File: src/hw/ext_bus_port_pkg.sv
// Shared constants and carrier types for the external bus pin ports.
// Assumes a single 20 MHz clock domain and a plain strobe-driven register port.
package ext_bus_port_pkg;

   // Register bus geometry.
   localparam int unsigned ADDR_W = 32;
   localparam int unsigned DATA_W = 8;

   // Register addresses.
   localparam logic [ADDR_W-1:0] HIGH_ADDR_DATA_ADDR   = 32'hFFFF_F006;
   localparam logic [ADDR_W-1:0] HIGH_ADDR_DIR_ADDR    = 32'hFFFF_F026;
   localparam logic [ADDR_W-1:0] HIGH_ADDR_FSEL_ADDR   = 32'hFFFF_F046;
   localparam logic [ADDR_W-1:0] STROBE_FSEL_ADDR      = 32'hFFFF_F04A;

   // Reset values.
   localparam logic [DATA_W-1:0] STROBE_FSEL_RESET     = 8'h00;
   localparam logic [DATA_W-1:0] HIGH_ADDR_FSEL_RESET  = 8'h00;
   localparam logic [DATA_W-1:0] HIGH_ADDR_DIR_RESET   = 8'hFF;
   localparam logic [DATA_W-1:0] HIGH_ADDR_DATA_RESET  = 8'h00;
   localparam logic [DATA_W-1:0] READ_NONE             = 8'h00;
   localparam logic [DATA_W-1:0] ALL_ONES              = 8'hFF;

   // Field positions in the strobe function-select register.
   localparam int unsigned LATCH_STROBE_BIT = 6;
   localparam int unsigned READ_STROBE_BIT  = 4;
   localparam int unsigned UPPER_STORE_BIT  = 1;
   localparam int unsigned LOWER_STORE_BIT  = 0;
   localparam logic [DATA_W-1:0] STROBE_FSEL_MASK = 8'h53;

   // Direction encoding.
   localparam logic DIR_OUTPUT = 1'b0;
   localparam logic DIR_INPUT  = 1'b1;

   // Upper address pins start at this address bit.
   localparam int unsigned HIGH_ADDR_BASE_BIT = 16;

   // Number of strobe-capable pins.
   localparam int unsigned STROBE_PINS = 4;

   // One register access from software.
   typedef struct packed {
      logic [ADDR_W-1:0] addr;
      logic [DATA_W-1:0] wdata;
      logic [DATA_W-1:0] bit_mask;
      logic              wr;
      logic              rd;
   } reg_req_t;

   // Strobes from the bus controller, in pin order 3..0 = latch, read, upper, lower.
   typedef struct packed {
      logic latch_strobe;
      logic read_strobe;
      logic upper_store;
      logic lower_store;
   } bus_strobe_t;

endpackage : ext_bus_port_pkg

File: src/hw/external_bus_pin_ports.sv
// Pin multiplexing for the bus-strobe pins and the upper address port.
// Assumes bus controller signals and the strobe port's own I/O controls arrive on core_clk_i;
// pin inputs arrive asynchronously and are synchronised here.
//
// The plain strobed port was left to the implementer.
`timescale 1ns/100ps

module external_bus_pin_ports #(
   parameter int unsigned HIGH_PINS = 8
) (
   // Clock and reset.
   input  wire logic                                    core_clk_i,
   input  wire logic                                    reset_i,
   // Register port.
   input  wire ext_bus_port_pkg::reg_req_t              reg_req_i,
   output logic [ext_bus_port_pkg::DATA_W-1:0]          rd_data_o,
   // Bus controller signals.
   input  wire logic [7:0]                              address_bus_high_i,
   input  wire ext_bus_port_pkg::bus_strobe_t           bus_strobe_i,
   // Strobe port I/O controls from the neighbouring port logic.
   input  wire ext_bus_port_pkg::bus_strobe_t           strobe_port_data_i,
   input  wire ext_bus_port_pkg::bus_strobe_t           strobe_port_dir_i,
   // Strobe pins.
   output ext_bus_port_pkg::bus_strobe_t                strobe_pin_o,
   output ext_bus_port_pkg::bus_strobe_t                strobe_pin_oe_n_o,
   output ext_bus_port_pkg::bus_strobe_t                strobe_pin_alt_o,
   // Upper address pins.
   input  wire logic [7:0]                              high_pin_i,
   output logic [7:0]                                   high_pin_o,
   output logic [7:0]                                   high_pin_oe_n_o
);

   localparam int unsigned W = ext_bus_port_pkg::DATA_W;

   // Pins that exist on this variant; built bit by bit so that eight pins need no wider shift.
   function automatic logic [W-1:0] impl_mask_of(input int unsigned pins);
      impl_mask_of = '0;
      for (int unsigned i = 0; i < W; i++) begin
         if (i < pins) begin
            impl_mask_of[i] = 1'b1;
         end
      end
   endfunction : impl_mask_of

   localparam logic [W-1:0] IMPL_MASK = impl_mask_of(HIGH_PINS);

   // Registers.
   logic [W-1:0] strobe_fsel_q;
   logic [W-1:0] strobe_fsel_d;
   logic [W-1:0] high_fsel_q;
   logic [W-1:0] high_fsel_d;
   logic [W-1:0] high_dir_q;
   logic [W-1:0] high_dir_d;
   logic [W-1:0] high_data_q;
   logic [W-1:0] high_data_d;
   logic [W-1:0] rd_data_q;
   logic [W-1:0] rd_data_d;
   logic [W-1:0] data_view;

   // Input synchroniser.
   logic [W-1:0] sync1_q;
   logic [W-1:0] sync2_q;
   logic [W-1:0] sync3_q;
   logic [W-1:0] pin_level_q;
   logic [W-1:0] pin_level_d;

   // Pin outputs.
   logic [W-1:0]                  high_out_q;
   logic [W-1:0]                  high_out_d;
   logic [W-1:0]                  high_oen_q;
   logic [W-1:0]                  high_oen_d;
   ext_bus_port_pkg::bus_strobe_t strobe_out_q;
   ext_bus_port_pkg::bus_strobe_t strobe_out_d;
   ext_bus_port_pkg::bus_strobe_t strobe_oen_q;
   ext_bus_port_pkg::bus_strobe_t strobe_oen_d;
   ext_bus_port_pkg::bus_strobe_t strobe_alt_q;
   ext_bus_port_pkg::bus_strobe_t strobe_alt_d;

   // Decoded accesses.
   logic hit_strobe_fsel;
   logic hit_high_fsel;
   logic hit_high_dir;
   logic hit_high_data;

   assign hit_strobe_fsel = (reg_req_i.addr == ext_bus_port_pkg::STROBE_FSEL_ADDR);
   assign hit_high_fsel   = (reg_req_i.addr == ext_bus_port_pkg::HIGH_ADDR_FSEL_ADDR);
   assign hit_high_dir    = (reg_req_i.addr == ext_bus_port_pkg::HIGH_ADDR_DIR_ADDR);
   assign hit_high_data   = (reg_req_i.addr == ext_bus_port_pkg::HIGH_ADDR_DATA_ADDR);

   // Accesses qualified by their strobe.
   logic wr_strobe_fsel;
   logic wr_high_fsel;
   logic wr_high_dir;
   logic wr_high_data;
   logic rd_strobe_fsel;
   logic rd_high_fsel;
   logic rd_high_dir;
   logic rd_high_data;

   assign wr_strobe_fsel = reg_req_i.wr & hit_strobe_fsel;
   assign wr_high_fsel   = reg_req_i.wr & hit_high_fsel;
   assign wr_high_dir    = reg_req_i.wr & hit_high_dir;
   assign wr_high_data   = reg_req_i.wr & hit_high_data;
   assign rd_strobe_fsel = reg_req_i.rd & hit_strobe_fsel;
   assign rd_high_fsel   = reg_req_i.rd & hit_high_fsel;
   assign rd_high_dir    = reg_req_i.rd & hit_high_dir;
   assign rd_high_data   = reg_req_i.rd & hit_high_data;

   // Merges a write into a register under the bit mask, so one bit can change alone.
   function automatic logic [W-1:0] merge(input logic [W-1:0] old_v, input logic [W-1:0] new_v,
                                          input logic [W-1:0] mask);
      merge = (old_v & ~mask) | (new_v & mask);
   endfunction : merge

   // Register writes.
   always_comb begin
      strobe_fsel_d = strobe_fsel_q;
      high_fsel_d   = high_fsel_q;
      high_dir_d    = high_dir_q;
      high_data_d   = high_data_q;
      if (wr_strobe_fsel) begin
         strobe_fsel_d = merge(strobe_fsel_q, reg_req_i.wdata, reg_req_i.bit_mask) &
                         ext_bus_port_pkg::STROBE_FSEL_MASK;
      end
      if (wr_high_fsel) begin
         high_fsel_d = merge(high_fsel_q, reg_req_i.wdata, reg_req_i.bit_mask) & IMPL_MASK;
      end
      if (wr_high_dir) begin
         high_dir_d = merge(high_dir_q, reg_req_i.wdata, reg_req_i.bit_mask) | ~IMPL_MASK;
      end
      if (wr_high_data) begin
         // The latch takes the write whatever the direction; input pins are unaffected.
         high_data_d = merge(high_data_q, reg_req_i.wdata, reg_req_i.bit_mask) & IMPL_MASK;
      end
   end

   always_ff @(posedge core_clk_i) begin
      if (reset_i) begin
         strobe_fsel_q <= ext_bus_port_pkg::STROBE_FSEL_RESET;
         high_fsel_q   <= ext_bus_port_pkg::HIGH_ADDR_FSEL_RESET;
         high_dir_q    <= ext_bus_port_pkg::HIGH_ADDR_DIR_RESET;
         // Software must not rely on this value.
         high_data_q   <= ext_bus_port_pkg::HIGH_ADDR_DATA_RESET;
      end else begin
         strobe_fsel_q <= strobe_fsel_d;
         high_fsel_q   <= high_fsel_d;
         high_dir_q    <= high_dir_d;
         high_data_q   <= high_data_d;
      end
   end

   // Pin input synchroniser; a new level counts once the second and third stages agree.
   always_comb begin
      pin_level_d = pin_level_q;
      for (int i = 0; i < W; i++) begin
         if (sync2_q[i] == sync3_q[i]) begin
            pin_level_d[i] = sync3_q[i];
         end
      end
   end

   always_ff @(posedge core_clk_i) begin
      if (reset_i) begin
         sync1_q     <= ext_bus_port_pkg::READ_NONE;
         sync2_q     <= ext_bus_port_pkg::READ_NONE;
         sync3_q     <= ext_bus_port_pkg::READ_NONE;
         pin_level_q <= ext_bus_port_pkg::READ_NONE;
      end else begin
         sync1_q     <= high_pin_i & IMPL_MASK;
         sync2_q     <= sync1_q;
         sync3_q     <= sync2_q;
         pin_level_q <= pin_level_d;
      end
   end

   // Data register as software sees it: pin level for input bits, latch for output bits.
   always_comb begin
      data_view = ext_bus_port_pkg::READ_NONE;
      for (int i = 0; i < W; i++) begin
         data_view[i] = (high_dir_q[i] == ext_bus_port_pkg::DIR_INPUT) ?
                        pin_level_q[i] : high_data_q[i];
      end
      data_view = data_view & IMPL_MASK;
   end

   // Read data stands only in the cycle after the read strobe.
   always_comb begin
      rd_data_d = ext_bus_port_pkg::READ_NONE;
      if (rd_strobe_fsel) begin
         rd_data_d = strobe_fsel_q & ext_bus_port_pkg::STROBE_FSEL_MASK;
      end else if (rd_high_fsel) begin
         rd_data_d = high_fsel_q;
      end else if (rd_high_dir) begin
         rd_data_d = high_dir_q & IMPL_MASK;
      end else if (rd_high_data) begin
         rd_data_d = data_view;
      end
   end

   always_ff @(posedge core_clk_i) begin
      if (reset_i) begin
         rd_data_q <= ext_bus_port_pkg::READ_NONE;
      end else begin
         rd_data_q <= rd_data_d;
      end
   end

   // Pin drive, computed from the next register values so a write reaches the pin on the same edge.
   // Missing pins stay undriven: their select is masked off and their direction is forced to input.
   pin_drive_sel #(
      .W(W)
   ) i_high_drive (
      .alt_sel_i    (high_fsel_d),
      .dir_i        (high_dir_d),
      .alt_level_i  (address_bus_high_i),
      .port_level_i (high_data_d),
      .level_o      (high_out_d),
      .oe_n_o       (high_oen_d)
   );

   // Alternate function of each strobe pin, in pin order.
   always_comb begin
      strobe_alt_d.latch_strobe = strobe_fsel_d[ext_bus_port_pkg::LATCH_STROBE_BIT];
      strobe_alt_d.read_strobe  = strobe_fsel_d[ext_bus_port_pkg::READ_STROBE_BIT];
      strobe_alt_d.upper_store  = strobe_fsel_d[ext_bus_port_pkg::UPPER_STORE_BIT];
      strobe_alt_d.lower_store  = strobe_fsel_d[ext_bus_port_pkg::LOWER_STORE_BIT];
   end

   pin_drive_sel #(
      .W(ext_bus_port_pkg::STROBE_PINS)
   ) i_strobe_drive (
      .alt_sel_i    (strobe_alt_d),
      .dir_i        (strobe_port_dir_i),
      .alt_level_i  (bus_strobe_i),
      .port_level_i (strobe_port_data_i),
      .level_o      (strobe_out_d),
      .oe_n_o       (strobe_oen_d)
   );

   always_ff @(posedge core_clk_i) begin
      if (reset_i) begin
         high_out_q   <= ext_bus_port_pkg::READ_NONE;
         high_oen_q   <= ext_bus_port_pkg::ALL_ONES;
         strobe_out_q <= '0;
         strobe_oen_q <= '1;
         strobe_alt_q <= '0;
      end else begin
         high_out_q   <= high_out_d;
         high_oen_q   <= high_oen_d;
         strobe_out_q <= strobe_out_d;
         strobe_oen_q <= strobe_oen_d;
         strobe_alt_q <= strobe_alt_d;
      end
   end

   assign rd_data_o         = rd_data_q;
   assign high_pin_o        = high_out_q;
   assign high_pin_oe_n_o   = high_oen_q;
   assign strobe_pin_o      = strobe_out_q;
   assign strobe_pin_oe_n_o = strobe_oen_q;
   assign strobe_pin_alt_o  = strobe_alt_q;

endmodule : external_bus_pin_ports

// Output drive of a row of pins: an alternate function overrides the port latch and direction,
// otherwise a pin is driven from its latch only while its direction bit selects output.
module pin_drive_sel #(
   parameter int unsigned W = 8
) (
   // Selects.
   input  wire logic [W-1:0] alt_sel_i,
   input  wire logic [W-1:0] dir_i,
   // Levels.
   input  wire logic [W-1:0] alt_level_i,
   input  wire logic [W-1:0] port_level_i,
   // Pin drive, before the output flip-flops.
   output logic      [W-1:0] level_o,
   output logic      [W-1:0] oe_n_o
);

   always_comb begin
      level_o = '0;
      oe_n_o  = '1;
      for (int i = 0; i < W; i++) begin
         if (alt_sel_i[i]) begin
            level_o[i] = alt_level_i[i];
            oe_n_o[i]  = 1'b0;
         end else if (dir_i[i] == ext_bus_port_pkg::DIR_OUTPUT) begin
            level_o[i] = port_level_i[i];
            oe_n_o[i]  = 1'b0;
         end
      end
   end

endmodule : pin_drive_sel

File: config.mk
export PLATFORM = sky130hd
export DESIGN_NAME = external_bus_pin_ports
export DESIGN_NICKNAME = d
export VERILOG_FILES = /design/src/hw/ext_bus_port_pkg.sv /design/src/hw/external_bus_pin_ports.sv
export SDC_FILE = /design/constraint.sdc
export NUM_CORES = 1
export LEC_CHECK = 0
export BUFFER_PORTS_ARGS = -buffer_cell sky130_fd_sc_hd__buf_2
export CORE_UTILIZATION = 47
export DETAILED_ROUTE_END_ITERATION = 12
export PLACE_DENSITY = 0.76
export SYNTH_ARGS = -nofsm -noshare
export SYNTH_HDL_FRONTEND = slang
export SYNTH_HIERARCHICAL = 1
export SYNTH_SLANG_ARGS = --single-unit
File: constraint.sdc
create_clock -name core_clk_i -period 2.5 [get_ports core_clk_i]
set_input_delay 0.375 -clock core_clk_i [delete_from_list [all_inputs] [get_ports core_clk_i]]
set_output_delay 0.375 -clock core_clk_i [all_outputs]
set_load 0.1 [all_outputs]
==> results.py <==
metrics = {
    "sta": {
        "slew-limit-headroom_pct": 47.3,
        "finalSetupViolCount": 0,
        "fin_crit_sh_pct": 87.8,
        "clock.fmax_mhz": 455,
        "rsz0062_at_grt": "no",
        "tns_ps": 0,
        "slew_violations": 0,
        "holdWs_ps": 217,
        "post-route-min-period_ps": 2200,
        "final-hold-violation-count": 0,
        "worst_pin_slew_ps": 790,
        "skew_ps": 9.56,
    },
    "route": {
        "drt_wl_total_mm": 9.62,
        "firstDrtPassIters": 5,
        "antenna_left": 0,
        "drt_iter0_markers": 201,
        "avgViaCountPerCell": 5.52,
        "via_count": 3754,
        "route.detailed.drc": 0,
        "wl_per_cell_um": 14.2,
    },
    "critical_path": {
        "path_cells": "buf_2 > or4b_4 > nor4_4 > buf_12 > and4_1 > buf_4 > a31o_2 > nor2_1 > a22o_1 > nor2b_1",
        "critPathSlowestCell": "or4b_4",
        "r2r_setup_slack_ps": 1160,
        "reg2reg_depth": 4,
        "critPathLaunchType": "primary input",
        "crit_arrival_ps": 2410,
        "reg2reg_to": "rd_data_o[6]",
        "r2r-start": "high_data_q[6]",
        "cp_max_fo": 33,
        "required_ps": 2720,
        "cpPeakStageDelay_ps": 530,
        "worstSetupEndpointType": "flip-flop",
        "critPathKind": "primary input to flip-flop",
    },
    "clock_tree": {
        "cts_max_level": 3,
        "clock_latency_ps": 360,
        "clk_pin_slew_ps": 90,
        "cts_sinks": 92,
        "cts_root_buffer": "clkbuf_8",
        "hold_buffers": 0,
        "cts_buffers": 9,
        "cts_tree": "done",
        "postCtsSetupBuffers": 0,
        "cts_resized": 0,
        "ctsLongestPathBuffers": 2,
    },
    "cells_and_area": {
        "final_common_cell": "buf_2",
        "multi_input_area_mm2": 0.00214,
        "fillCellCount": 796,
        "antenna_cells": 0,
        "utilization_pct": 59.8,
        "final_layout_size_suffix_gt1_share_pct": 35.7,
        "final_nets": 647,
        "final_cell_mix": "buf_2, dfxtp_1, nor2b_1",
        "syn_to_final_growth_pct": 23.7,
        "area.sequential_mm2": 0.00184,
    },
    "pwr": {
        "p_leak_nw": 2.31,
        "pwr-share-comb_pct": 9.1,
        "p_total_mw": 2.78,
        "p_sw_uw": 696,
        "internal_power_mw": 2.08,
        "pwr-share-clk_pct": 37.2,
        "ir_drop_v": 0.000385,
        "swShare_pct": 25.1,
        "power_density_mw_per_mm2": 538,
        "seqPwrFrac_pct": 53.7,
    },
    "synthesis": {
        "ys_types": 41,
        "synth.net_count": 522,
        "synth_edf_count": 0,
        "ys.warnings.count": 6,
        "seq_area_frac_synth_pct": 44.2,
        "synth_area_mm2": 0.00417,
        "ys.flop_type": "dfxtp_1",
        "synthArstFlopShare_pct": 0,
        "ys_ff_latch": 92,
        "syn-instance-count": 442,
        "syn_avg_cell_area_um2": 9.44,
    },
    "die": {
        "io_pins": 116,
        "coreArea_mm2": 0.00864,
        "die_y_um": 96.2,
        "start_util_pct": 48.3,
        "row_count": 34,
        "die-area_mm2": 0.00926,
        "die_w_um": 96.2,
    },
    "worst_hold_path": {
        "hp-class": "primary input to flip-flop",
        "hp-start": "high_pin_i[6]",
        "hold_depth": 2,
        "min_to": "sync1_q[6]",
    },
    "global_routing": {
        "grt_use_total_pct": 21.7,
        "antenna_found_initial": 0,
        "use_met2_pct": 37.7,
        "grt_pass1_vias": 3395,
        "grt_overflow": 0,
        "use_met1_pct": 25.0,
        "grt_pass1_wl_mm": 15.3,
        "grt_max_degree": 93,
        "gr-max-usage-layer": "met2",
        "met3_usage_pct": 6.48,
    },
    "status": {
        "status": "finished clean",
    },
    "placement": {
        "portBuffers": 115,
        "hpwl_mm": 6.90,
        "place.gp.congestion": 0.806,
    },
    "run": {
        "maxCapViolations": 0,
    },
}
critical path, delay by kind of cell:
kind            cells  cell delay [ps]
compound gates      2              330
buf+inv             3              490
simple gates        5             1200
sequential cells by signal, indices dropped and copies added (netlist names):
signal,count
high_data_q,8
high_dir_q,8
high_fsel_q,8
high_pin_o,8
high_pin_oe_n_o,8
pin_level_q,8
rd_data_o,8
sync1_q,8
sync2_q,8
sync3_q,8
strobe_fsel_q,4
strobe_pin_o,4
strobe_pin_oe_n_o,4
how the worst max path moves through the flow:
stage                               to          start  slack (ps)  cells after the start
floorplan           high_pin_oe_n_o[4]  reg_req_i[22]          70                      7
global placement         high_pin_o[2]  reg_req_i[22]         -50                     10
detailed placement  high_pin_oe_n_o[2]  reg_req_i[22]         -80                      8
CTS                      high_pin_o[3]  reg_req_i[22]         300                     10
global route             high_pin_o[3]  reg_req_i[22]         210                     10
finish                   high_pin_o[3]  reg_req_i[22]         300                     10
cell type report:
cell class	count	share of cell area, %
inverters	16	1.16
clock buffers	10	2.67
flip-flops and latches	92	35.7
clock inverters	6	1.29
well taps	108	2.62
multi-input cells	309	41.4
repair buffers	139	15.1
synthesized netlist by cell type (4+ instances only):
library cell	number	area, um2
dfxtp_1	92	1840
nor2b_1	42	263
nand2b_1	29	181
nor2_1	27	101
nand4_1	24	150
o21ai_0	20	100
a21oi_1	19	95.1
clkbuf_1	19	71.3
mux2i_1	19	190
inv_1	16	60.1
nand2_1	14	52.6
or2_2	12	75.1
mux2_2	11	124
a22o_1	10	87.6
and2b_2	10	87.6
a311o_1	9	90.1
mux2_1	9	101
a31o_2	8	70.1
a41oi_1	8	70.1
nand3_1	7	35.0
nor3_1	6	30.0
and3_1	4	25.0
buf_6	4	45.0
metrics by stage:
step	cells	area, um2	worst slack, ps
floorplan	442	4170	73.9
finish	680	5160	305
global route	680	5160	207
global placement	664	4960	-45.7
CTS	680	5160	305
detailed placement	664	4960	-75.3
power by group through the flow:
| stage | Clock [mW] | Combinational, mW | Sequential, mW |
|---|---|---|---|
| CTS | 1.06 | 0.252 | 1.49 |
| global placement | 0 | 0.245 | 1.53 |
| finish | 1.03 | 0.252 | 1.49 |
| detailed placement | 0 | 0.251 | 1.53 |
| global route | 1.12 | 0.274 | 1.50 |
| floorplan | 0 | 0.0928 | 1.57 |
routing by layer:
metal	part of all wire (%)	routed length, um
met2	49	4760
met4	1.6	158
met3	7.3	704
met1	42	4000
met5	0	0
cells by family (layout without fill, tap and decap cells):
| logic type | Yosys count | in the layout | share of synthesized area [%] |
|---|---|---|---|
| AOI/OAI and AO/OA | 83 | 83 | 14.2 |
| DFF | 92 | 92 | 44.2 |
| and+or+nand+nor | 187 | 187 | 26.8 |
| buffers and inverters | 41 | 171 | 4.80 |
| muxes | 39 | 39 | 9.96 |
Note: power is estimated with default switching activity, not from simulation.
